File: src/hw/nrp_pkg.sv
// Shared constants, types and timing for the flash read/program sequencer
package nrp_pkg;
  // ****************************************
  // Clock and timing
  // ****************************************
  localparam int CLK_MHZ = 100;
  localparam int ERASE_TIME_US = 4000;
  localparam int WRITE_TIME_US = 3000;
  localparam int PROGRAM_TIME_US = 7000;
  localparam int REFRESH_TIME_US = 7000;
  localparam int ERASE_CYCLES = ERASE_TIME_US * CLK_MHZ;
  localparam int WRITE_CYCLES = WRITE_TIME_US * CLK_MHZ;
  localparam int PROGRAM_CYCLES = ERASE_CYCLES + WRITE_CYCLES;
  localparam int REFRESH_CYCLES = REFRESH_TIME_US * CLK_MHZ;
  localparam int ARRAY_READ_CYCLES = 3;
  localparam int DISTURB_PERIOD = 1000;
  // ****************************************
  // Geometry
  // ****************************************
  localparam int BLOCK_BITS = 64;
  localparam int CHECK_BITS = 8;
  localparam int CODE_BITS = BLOCK_BITS + CHECK_BITS;
  localparam int BLOCKS_PER_PAGE = 16;
  localparam int PHYS_PAGES = 33;
  localparam int LOGIC_PAGES = 32;
  localparam int ADDR_BITS = 17;
  // ****************************************
  // Reset values and bus encodings
  // ****************************************
  localparam logic [7:0] REPAIR_RESET = 8'h00;
  localparam logic [1:0] STARTUP_RESET = 2'h0;
  localparam logic [1:0] HRESP_OKAY = 2'h0;
  localparam logic [1:0] HTRANS_NONSEQ = 2'h2;
  localparam logic [1:0] HTRANS_SEQ = 2'h3;

  typedef struct packed {
    logic [ADDR_BITS-1:0] addr;
    logic [1:0] trans;
    logic write;
    logic [2:0] size;
  } nrp_ahb_req_t;

  typedef enum logic [2:0] {
    SQ_IDLE = 3'b000,
    SQ_ERASE = 3'b001,
    SQ_WRITE = 3'b010,
    SQ_VERIFY = 3'b011,
    SQ_REFRESH = 3'b100,
    SQ_RMW = 3'b101
  } nrp_seq_t;

  typedef enum logic [1:0] {
    RD_IDLE = 2'b00,
    RD_FETCH = 2'b01,
    RD_DONE = 2'b10
  } nrp_rd_t;
endpackage

File: src/hw/nrp_ecc.sv
// Block check-bit encoder and single-correct double-detect decoder
`timescale 1ns/1ps
module nrp_ecc (
  input wire logic [63:0] i_data,
  input wire logic [7:0] i_check,
  output logic [7:0] o_check,
  output logic [63:0] o_data,
  output logic o_single,
  output logic o_double
);
  // ****************************************
  // Hamming code over 64 bits plus overall parity
  // ****************************************
  logic [6:0] pos [64];
  logic [6:0] syn_calc;
  logic [6:0] syn;
  logic par;

  generate
    for (genvar k = 0; k < 64; k++) begin : g_pos
      // Data bit k at codeword position that is not a power of two
      function automatic logic [6:0] place(input int idx);
        int p;
        int n;
        p = 0;
        n = -1;
        for (int j = 1; j < 128; j++) begin
          if ((j & (j - 1)) != 0 && n < idx) begin
            n = n + 1;
            p = j;
          end
        end
        return p[6:0];
      endfunction
      assign pos[k] = place(k);
    end
  endgenerate

  always_comb begin
    syn_calc = 7'h00;
    for (int k = 0; k < 64; k++) begin
      if (i_data[k]) begin
        syn_calc = syn_calc ^ pos[k];
      end
    end
    o_check = {^i_data ^ ^syn_calc, syn_calc};
    syn = syn_calc ^ i_check[6:0];
    par = ^i_data ^ ^i_check;
    o_single = par;
    o_double = !par && (syn != 7'h00);
    o_data = i_data;
    for (int k = 0; k < 64; k++) begin
      if (par && syn == pos[k]) begin
        o_data[k] = !i_data[k];
      end
    end
  end
endmodule

File: src/hw/nrp_top.sv
// Flash read prefetch, ECC and program sequencer core
// Notes on behaviour
// - Erase sequence lasts 4.0 ms, write sequence 3.0 ms per page.
// - Program is erase then write, 7.0 ms in total.
// - With disturb handling, one program in a thousand adds 7.0 ms refresh.
// - Verify reads page at hard-read level, compares with assembly buffer.
// - Program goes to spare physical page; old page stays intact.
// - Torn erase or write is detectable at mapping rebuild after reset.
// - Disturb count over limit triggers refresh, doubling program time.
// - Each 64-bit block corrects one error and detects two.
// - Byte write reads block, merges byte, recodes, writes block back.
// - Array read loads a 64-bit block in 3 clock cycles.
// - Two interleaved buffers; one serves, other prefetches next block.
// - Buffers swap roles once served one drained and other filled.
// - Non-sequential request flushes the latest filled buffer to serve it.
// - Repair routine result is readable in a status register.
// - Startup status reports mapping initialisation pass or fail.
// - Reads during busy sequencer are stalled until idle.
// - Read inside a buffered block is served without array access.
// - Page holds 16 blocks plus mapping block, each with check bits.
// - Sector has 33 physical pages, 32 logical plus one spare.
`timescale 1ns/1ps
module nrp_top #(
  parameter int ERASE_CYC = nrp_pkg::ERASE_CYCLES,
  parameter int WRITE_CYC = nrp_pkg::WRITE_CYCLES,
  parameter int REFRESH_CYC = nrp_pkg::REFRESH_CYCLES,
  parameter int DISTURB_PER = nrp_pkg::DISTURB_PERIOD
) (
  input wire logic i_clock,
  input wire logic i_rstn,
  input wire logic i_hsel,
  input wire logic [16:0] i_haddr,
  input wire logic [1:0] i_htrans,
  input wire logic i_hwrite,
  input wire logic [2:0] i_hsize,
  input wire logic [31:0] i_hwdata,
  input wire logic i_hready,
  output logic [31:0] o_hrdata,
  output logic o_hreadyout,
  output logic o_hresp,
  input wire logic i_prog_start,
  input wire logic [4:0] i_prog_page,
  input wire logic i_disturb_en,
  input wire logic [71:0] i_array_rdata,
  input wire logic [71:0] i_hard_rdata,
  input wire logic i_power_fail,
  input wire logic i_init_done,
  input wire logic i_init_fail,
  input wire logic i_repair_valid,
  input wire logic [7:0] i_repair_code,
  output logic [16:0] o_array_addr,
  output logic o_array_rd,
  output logic [5:0] o_phys_page,
  output logic o_erase_en,
  output logic o_write_en,
  output logic o_busy,
  output logic o_verify_fail,
  output logic o_ecc_err,
  output logic o_torn_mark,
  output logic [7:0] o_repair_result_status,
  output logic [1:0] o_startup_init_status
);
  // ****************************************
  // Registers
  // ****************************************
  nrp_pkg::nrp_seq_t sq_r, sq_nxt;
  nrp_pkg::nrp_rd_t rd_r, rd_nxt;
  nrp_pkg::nrp_ahb_req_t req_r, req_nxt;
  logic [31:0] tmr_r, tmr_nxt;
  logic [9:0] dist_r, dist_nxt;
  logic [5:0] spare_r, spare_nxt;
  logic [5:0] map_r [32];
  logic [5:0] map_nxt [32];
  logic [4:0] page_r, page_nxt;
  logic [3:0] vblk_r, vblk_nxt;
  logic [71:0] abuf_r [16];
  logic [71:0] abuf_nxt [16];
  logic [63:0] rbuf_r [2];
  logic [63:0] rbuf_nxt [2];
  logic [13:0] rtag_r [2];
  logic [13:0] rtag_nxt [2];
  logic [1:0] rval_r, rval_nxt;
  logic srv_r, srv_nxt;
  logic pf_r, pf_nxt;
  logic [1:0] pcnt_r, pcnt_nxt;
  logic [13:0] ftag_r, ftag_nxt;
  logic fbuf_r, fbuf_nxt;
  logic fpf_r, fpf_nxt;
  logic pend_r, pend_nxt;
  logic [31:0] hrdata_r, hrdata_nxt;
  logic hready_r, hready_nxt;
  logic hresp_r, hresp_nxt;
  logic vfail_r, vfail_nxt;
  logic eccerr_r, eccerr_nxt;
  logic torn_r, torn_nxt;
  logic [7:0] rep_r, rep_nxt;
  logic [1:0] st_r, st_nxt;
  // Synchronisers for asynchronous status pins
  logic [1:0] pf_s1, pf_s2, init_s1, init_s2;

  // ****************************************
  // ECC on array read and on assembly merge
  // ****************************************
  logic [63:0] rd_corr, mg_data, rmw_corr;
  logic rd_sgl, rd_dbl;
  logic [7:0] mg_chk;
  logic [71:0] rmw_blk;

  nrp_ecc u_rd_ecc (
    .i_data(i_array_rdata[63:0]),
    .i_check(i_array_rdata[71:64]),
    .o_check(),
    .o_data(rd_corr),
    .o_single(rd_sgl),
    .o_double(rd_dbl)
  );

  nrp_ecc u_mg_ecc (
    .i_data(mg_data),
    .i_check(8'h00),
    .o_check(mg_chk),
    .o_data(),
    .o_single(),
    .o_double()
  );

  nrp_ecc u_rmw_ecc (
    .i_data(rmw_blk[63:0]),
    .i_check(rmw_blk[71:64]),
    .o_check(),
    .o_data(rmw_corr),
    .o_single(),
    .o_double()
  );

  logic [13:0] a_tag;
  logic a_new, a_rd, a_wr, a_seq, hit0, hit1;

  always_comb begin
    rmw_blk = abuf_r[i_haddr[6:3]];
    mg_data = rmw_corr;
    for (int b = 0; b < 4; b++) begin
      if (req_r.size == 3'h2 || (req_r.size == 3'h1 && b[1] == req_r.addr[1]) ||
          b[1:0] == req_r.addr[1:0]) begin
        mg_data[{req_r.addr[2], b[1:0], 3'h0} +: 8] = i_hwdata[b*8 +: 8];
      end
    end
  end

  // ****************************************
  // Next state
  // ****************************************
  always_comb begin
    sq_nxt = sq_r;
    rd_nxt = rd_r;
    req_nxt = req_r;
    tmr_nxt = tmr_r;
    dist_nxt = dist_r;
    spare_nxt = spare_r;
    map_nxt = map_r;
    page_nxt = page_r;
    vblk_nxt = vblk_r;
    abuf_nxt = abuf_r;
    rbuf_nxt = rbuf_r;
    rtag_nxt = rtag_r;
    rval_nxt = rval_r;
    srv_nxt = srv_r;
    pf_nxt = pf_r;
    pcnt_nxt = pcnt_r;
    ftag_nxt = ftag_r;
    fbuf_nxt = fbuf_r;
    fpf_nxt = fpf_r;
    pend_nxt = pend_r;
    hrdata_nxt = hrdata_r;
    hready_nxt = hready_r;
    hresp_nxt = 1'b0;
    vfail_nxt = vfail_r;
    eccerr_nxt = eccerr_r;
    torn_nxt = torn_r;
    rep_nxt = rep_r;
    st_nxt = st_r;
    a_tag = i_haddr[16:3];
    a_new = i_hsel && i_hready && i_htrans[1];
    a_rd = a_new && !i_hwrite;
    a_wr = a_new && i_hwrite;
    a_seq = i_htrans == nrp_pkg::HTRANS_SEQ;
    hit0 = rval_r[0] && rtag_r[0] == a_tag;
    hit1 = rval_r[1] && rtag_r[1] == a_tag;

    if (a_new) begin
      req_nxt = '{addr: i_haddr, trans: i_htrans, write: i_hwrite, size: i_hsize};
    end
    // Byte writes land in the assembly buffer with recomputed check bits
    if (hready_r && req_r.write && pend_r) begin
      abuf_nxt[req_r.addr[6:3]] = {mg_chk, mg_data};
      pend_nxt = 1'b0;
    end
    if (a_wr) begin
      pend_nxt = 1'b1;
    end
    if (a_rd) begin
      if (hit0 || hit1) begin
        hrdata_nxt = hit0 ? rbuf_r[0][i_haddr[2]*32 +: 32] :
                             rbuf_r[1][i_haddr[2]*32 +: 32];
        hready_nxt = 1'b1;
        // Drained buffer refills with the block after the one now served
        if (!hit0 != srv_r) begin
          srv_nxt = !hit0;
          rval_nxt[srv_r] = 1'b0;
          pf_nxt = 1'b1;
          ftag_nxt = a_tag + 14'h0001;
          fbuf_nxt = srv_r;
          fpf_nxt = 1'b1;
        end
      end else begin
        hready_nxt = 1'b0;
        pf_nxt = 1'b1;
        ftag_nxt = a_tag;
        fpf_nxt = 1'b0;
        // Latest filled buffer is flushed for a jump
        fbuf_nxt = (!a_seq && rval_r == 2'b11) ? !srv_r : srv_r;
        rval_nxt[fbuf_nxt] = 1'b0;
      end
    end

    // Array read engine, held off while the sequencer is busy
    unique case (rd_r)
      nrp_pkg::RD_IDLE: begin
        if ((pf_r || pf_nxt) && sq_r == nrp_pkg::SQ_IDLE) begin
          rd_nxt = nrp_pkg::RD_FETCH;
          pcnt_nxt = 2'h0;
          pf_nxt = 1'b0;
        end
      end
      nrp_pkg::RD_FETCH: begin
        pcnt_nxt = pcnt_r + 2'h1;
        if (pcnt_r == 2'(nrp_pkg::ARRAY_READ_CYCLES - 1)) begin
          rd_nxt = nrp_pkg::RD_DONE;
        end
      end
      nrp_pkg::RD_DONE: begin
        rd_nxt = nrp_pkg::RD_IDLE;
        rbuf_nxt[fbuf_r] = rd_corr;
        rtag_nxt[fbuf_r] = ftag_r;
        rval_nxt[fbuf_r] = !rd_dbl;
        if (!fpf_r) begin
          srv_nxt = fbuf_r;
          hrdata_nxt = rd_corr[req_r.addr[2]*32 +: 32];
          hready_nxt = !rd_dbl;
          hresp_nxt = rd_dbl;
          eccerr_nxt = eccerr_r | rd_dbl;
          // Prefetch next sequential block into the other buffer
          pf_nxt = !rd_dbl;
          ftag_nxt = ftag_r + 14'h0001;
          fbuf_nxt = !fbuf_r;
          fpf_nxt = 1'b1;
        end
      end
      default: rd_nxt = nrp_pkg::RD_IDLE;
    endcase
    // Second cycle of the two-cycle error answer
    if (hresp_r && !hready_r) begin
      hready_nxt = 1'b1;
      hresp_nxt = 1'b1;
    end

    // Program sequencer into the spare page
    unique case (sq_r)
      nrp_pkg::SQ_IDLE: begin
        if (i_prog_start) begin
          page_nxt = i_prog_page;
          sq_nxt = nrp_pkg::SQ_ERASE;
          tmr_nxt = 32'(ERASE_CYC - 1);
          torn_nxt = 1'b1;
          rval_nxt = 2'b00;
        end
      end
      nrp_pkg::SQ_ERASE, nrp_pkg::SQ_WRITE, nrp_pkg::SQ_REFRESH: begin
        tmr_nxt = tmr_r - 32'h0000_0001;
        if (tmr_r == 32'h0000_0000) begin
          if (sq_r == nrp_pkg::SQ_ERASE) begin
            sq_nxt = nrp_pkg::SQ_WRITE;
            tmr_nxt = 32'(WRITE_CYC - 1);
          end else begin
            sq_nxt = nrp_pkg::SQ_VERIFY;
            vblk_nxt = 4'h0;
          end
        end
      end
      nrp_pkg::SQ_VERIFY: begin
        vblk_nxt = vblk_r + 4'h1;
        if (i_hard_rdata != abuf_r[vblk_r]) begin
          vfail_nxt = 1'b1;
        end
        if (vblk_r == 4'hf) begin
          sq_nxt = nrp_pkg::SQ_IDLE;
          torn_nxt = 1'b0;
          if (!vfail_nxt) begin
            // Old physical page becomes the new spare
            spare_nxt = map_r[page_r];
            map_nxt[page_r] = spare_r;
          end
          dist_nxt = (dist_r == 10'(DISTURB_PER - 1)) ? 10'h000 : dist_r + 10'h001;
          if (i_disturb_en && dist_r == 10'(DISTURB_PER - 1)) begin
            sq_nxt = nrp_pkg::SQ_REFRESH;
            tmr_nxt = 32'(REFRESH_CYC - 1);
          end
        end
      end
      default: sq_nxt = nrp_pkg::SQ_IDLE;
    endcase

    if (i_repair_valid) begin
      rep_nxt = i_repair_code;
    end
    if (init_s2[0]) begin
      st_nxt = {init_s2[1], 1'b1};
    end
  end

  // ****************************************
  // Registering
  // ****************************************
  always_ff @(posedge i_clock or negedge i_rstn) begin
    if (!i_rstn) begin
      sq_r <= nrp_pkg::SQ_IDLE;
      rd_r <= nrp_pkg::RD_IDLE;
      req_r <= '0;
      tmr_r <= 32'h0000_0000;
      dist_r <= 10'h000;
      spare_r <= 6'(nrp_pkg::LOGIC_PAGES);
      for (int i = 0; i < nrp_pkg::LOGIC_PAGES; i++) begin
        map_r[i] <= 6'(i);
      end
      page_r <= 5'h00;
      vblk_r <= 4'h0;
      for (int i = 0; i < nrp_pkg::BLOCKS_PER_PAGE; i++) begin
        abuf_r[i] <= 72'h00_0000_0000_0000_0000;
      end
      rbuf_r[0] <= 64'h0000_0000_0000_0000;
      rbuf_r[1] <= 64'h0000_0000_0000_0000;
      rtag_r[0] <= 14'h0000;
      rtag_r[1] <= 14'h0000;
      rval_r <= 2'h0;
      srv_r <= 1'b0;
      pf_r <= 1'b0;
      pcnt_r <= 2'h0;
      ftag_r <= 14'h0000;
      fbuf_r <= 1'b0;
      fpf_r <= 1'b0;
      pend_r <= 1'b0;
      hrdata_r <= 32'h0000_0000;
      hready_r <= 1'b1;
      hresp_r <= 1'b0;
      vfail_r <= 1'b0;
      eccerr_r <= 1'b0;
      torn_r <= 1'b0;
      rep_r <= nrp_pkg::REPAIR_RESET;
      st_r <= nrp_pkg::STARTUP_RESET;
      pf_s1 <= 2'h0;
      pf_s2 <= 2'h0;
      init_s1 <= 2'h0;
      init_s2 <= 2'h0;
    end else begin
      sq_r <= sq_nxt;
      rd_r <= rd_nxt;
      req_r <= req_nxt;
      tmr_r <= tmr_nxt;
      dist_r <= dist_nxt;
      spare_r <= spare_nxt;
      map_r <= map_nxt;
      page_r <= page_nxt;
      vblk_r <= vblk_nxt;
      abuf_r <= abuf_nxt;
      rbuf_r <= rbuf_nxt;
      rtag_r <= rtag_nxt;
      rval_r <= rval_nxt;
      srv_r <= srv_nxt;
      pf_r <= pf_nxt;
      pcnt_r <= pcnt_nxt;
      ftag_r <= ftag_nxt;
      fbuf_r <= fbuf_nxt;
      fpf_r <= fpf_nxt;
      pend_r <= pend_nxt;
      hrdata_r <= hrdata_nxt;
      hready_r <= hready_nxt;
      hresp_r <= hresp_nxt;
      vfail_r <= vfail_nxt;
      eccerr_r <= eccerr_nxt;
      torn_r <= torn_nxt | (pf_s2[0] & torn_r);
      rep_r <= rep_nxt;
      st_r <= st_nxt;
      pf_s1 <= {1'b0, i_power_fail};
      pf_s2 <= pf_s1;
      init_s1 <= {i_init_fail, i_init_done};
      init_s2 <= init_s1;
    end
  end

  assign o_hrdata = hrdata_r;
  assign o_hreadyout = hready_r;
  assign o_hresp = hresp_r;
  assign o_array_addr = {ftag_r, 3'h0};
  assign o_array_rd = (rd_r == nrp_pkg::RD_FETCH);
  assign o_phys_page = spare_r;
  assign o_erase_en = (sq_r == nrp_pkg::SQ_ERASE);
  assign o_write_en = (sq_r == nrp_pkg::SQ_WRITE) || (sq_r == nrp_pkg::SQ_REFRESH);
  assign o_busy = (sq_r != nrp_pkg::SQ_IDLE);
  assign o_verify_fail = vfail_r;
  assign o_ecc_err = eccerr_r;
  assign o_torn_mark = torn_r;
  assign o_repair_result_status = rep_r;
  assign o_startup_init_status = st_r;
endmodule

File: config.mk
export PLATFORM = sky130hd
export DESIGN_NAME = nrp_top
export DESIGN_NICKNAME = d
export VERILOG_FILES = /design/src/hw/nrp_pkg.sv /design/src/hw/nrp_ecc.sv /design/src/hw/nrp_top.sv
export SDC_FILE = /design/constraint.sdc
export NUM_CORES = 2
export LEC_CHECK = 0
export BUFFER_PORTS_ARGS = -buffer_cell sky130_fd_sc_hd__buf_2
export CAP_MARGIN = 20
export CORE_MARGIN = 10
export CORE_UTILIZATION = 35
export DETAILED_ROUTE_END_ITERATION = 16
export PLACE_DENSITY = 0.48
export SLEW_MARGIN = 0
export SYNTH_ARGS = -nofsm -noshare
export SYNTH_HDL_FRONTEND = slang
export SYNTH_SLANG_ARGS = --single-unit
File: constraint.sdc
create_clock -name i_clock -period 6.6 [get_ports i_clock]
set_input_delay 0 -clock i_clock [delete_from_list [all_inputs] [get_ports i_clock]]
set_output_delay 0 -clock i_clock [all_outputs]
set_load 0.05 [all_outputs]
==> metrics.txt <==
synthesis warning total=0; io pins=about 300; IO buf count=about 300; worst min path class=primary input to register; total core area=about 0.26 sq mm; Post-Syn Area=0.0910 sq mm; Yosys cell types=94; highest metal used=met5; H-Tree Depth=4; placement row count=~190; die width=around 530 um; worst clock skew=around 0.06 ns; dpl cells=11175; CP Class=register to register; Area Overhead vs Synth=22.2%; DR pass1 iterations=5; Worst-Skew Late Latency=0.90 ns; Max Slew Vio Count=0; failing checks=negative setup slack; WL/cell=27.8 um; final period utilization=1.06; HPWL Detailed=around 220000 um; fin crit period=6.99 ns; Worst EP arrival=~7.7 ns; DR WL met3=17000 um; Max FO, Critical Path=8; clock-pin slew on the worst setup and hold paths=~0.06 ns; GP Congestion=roughly 0.93; Via density=~5.5; share of layout cells above drive strength 1=0.394; largest net degree at the start of global routing=182; post-synthesis cell count=between 7000 and 8000; Synth Flop Type=dfrtp_1; Non-Filler Instances=between 10000 and 15000; CTS tree=done; RSZ-0062 raised after global routing=yes; residual DRC count=0; CTS Buffer Depth=3; dpl ws=-0.706 ns; total of max-cap violations=0; Seq/Total Area, Yosys=0.455; Final Net Count=8426; Die Y=roughly 530 um; buffer type at the clock tree root=clkbuf_16; Synth Register Bits=roughly 1600; WP data required=between 7 and 8 ns; gr ovfl total=0; Max-slew headroom=0.268; synthesized area per cell=~13 sq um; Initial DRC Count=5182; met2 wire len=approximately 150000 um; CP Capture Type=register; post-layout util=0.429; initial antenna violation count=25; total CTS buffers=~190; WL met1=between 100000 and 150000 um; Max Clock Freq=0.143 GHz; first-pass GRT wire length=about 480000 um; final hold vios=0; EDFF count, synth=0; GRT Util Overall=0.229; vias in the first global route=a little under 70000; antenna-violating nets left=0; Vias=65362; die footprint=0.281 sq mm; Setup-failing EPs final=32; critical path launch point type=register; Initial Util=0.351; worst setup margin=-0.386 ns; TritonCTS Sinks=between 1500 and 2000; WL final=328000 um; Worst Tran Pin Value=~1.1 ns; asr flop ratio synth=1.00; outcome=finished with violations
Yosys cell counts, drive strengths merged (82+ instances only):
cell / number / share of area
a21oi: 153 / 0.0086
buf: 166 / 0.013
clkbuf: 467 / 0.019
dfrtp: 1567 / 0.43
dfstp: 82 / 0.024
mux2: 759 / 0.094
mux2i: 144 / 0.016
mux4: 738 / 0.18
nand2: 886 / 0.037
nor2: 289 / 0.012
o21ai: 799 / 0.044
xnor2: 373 / 0.037
xor2: 160 / 0.016
logic make-up after synthesis:
logic type	after synthesis	share of synthesized area
flip-flops	1649	0.455
multiplexers	1641	0.294
other	1	0.0000412
AND/OR/NAND/NOR	1510	0.0716
XOR/XNOR	594	0.0679
buffers and inverters	657	0.0336
AO/OA/AOI/OAI	1211	0.0771
adder cells (fa/ha/maj)	7	0.000935
critical path: stages, from the launching register on:
cell and delay, ns:
dfrtp_1 0.39, mux4_4 0.61, mux4_2 0.59, xor2_4 0.21, xnor2_2 0.18, xnor3_1 0.38
xnor3_2 0.34, buf_6 0.19, xor2_4 0.19, nor2_2 0.17, mux2i_4 0.17, buf_12 0.18
buf_4 0.15, o31a_1 0.32, o31ai_4 0.33, buf_4 0.18, buf_6 0.09, xnor3_1 0.20
xnor3_1 0.38, xnor3_1 0.26, xnor3_2 0.46, xor3_4 0.57, mux2_4 0.31
cells in the final DEF (no fill, tap or decap), types with 38 or more instances in the layout:
cell	count
nand2_1	866
a21oi_1	142
nor2_1	281
xnor2_1	348
xnor3_1	38
mux2i_1	134
nor3_1	45
buf_12	81
xor2_1	141
clkbuf_8	44
dfrtp_1	1560
clkbuf_16	192
dfstp_2	82
a22oi_1	74
mux4_2	710
buf_4	789
clkbuf_1	49
nand4_1	39
buf_2	288
dlygate4sd3_1	183
mux2_2	750
o21ai_0	788
state kept, by name, summed over array words and instances, names as in the netlist, 4 cells and up:
register / flops
abuf_r: 1152
map_r: 192
dist_r: 10
tmr_r: 32
o_phys_page: 6
req_r: 11
rbuf_r: 128
rtag_r: 28
vblk_r: 4
o_repair_result_status: 8
page_r: 5
o_hrdata: 32
ftag_r: 14
timing repair:
item                                    4_1_cts  5_1_grt
cloned                                        1        1
hold buffers                                184        0
endpoints found under the setup margin      112      112
hold endpoints to repair                   1896        0
setup buffers                                28       19
resized for setup                            84       56
pin swaps                                    39       13
metrics by stage:
stage	instance area, sq um	hold WS, ns	setup TNS [ns]
after floorplan	91100	-0.296	-3.68
after global placement	101000	0.0387	-36.84
after detailed placement	101000	0.0474	-38.07
after CTS	111000	0.00579	-5.38
after global routing	111000	0.0683	-15.91
final	111000	0.0535	-5.95
per-layer routing:
| metal | track usage | vias to the layer above |
|---|---|---|
| li1 | - | 28563 |
| met1 | 0.318 | 34485 |
| met2 | 0.363 | 1773 |
| met3 | 0.0354 | 535 |
| met4 | 0.0844 | 6 |
| met5 | 0 | - |
layout make-up:
cell class / count / area (sq um)
Fill cell: 23896 / 148000
Multi-Input combinational cell: 4967 / 47500
Sequential cell: 1649 / 41400
Timing Repair Buffer: 1367 / 11200
Clock buffer: 285 / 5590
Tap cell: 3402 / 4260
Clock inverter: 73 / 1090
Inverter: 21 / 81.3
Antenna cell: 14 / 35.0
path summary, 6_finish.rpt:
kind                             startpoint            to  slack [ns]  depth (start not counted)
min in group asynchronous            i_rstn   abuf_r[479]        0.50                          4
worst max-delay path            abuf_r[414]  abuf_r[1007]       -0.39                         22
worst max register to register  abuf_r[414]  abuf_r[1007]       -0.39                         22
worst min register to register     pf_s1[0]      pf_s2[0]        0.35                          0
worst min-delay path            i_htrans[1]      req_r[9]        0.05                          3
max in group asynchronous            i_rstn     page_r[0]        4.65                          5
Power is left out: the tool's default activity adds up to more than one toggle a clock period on the data nets, which glitch-free logic cannot reach.
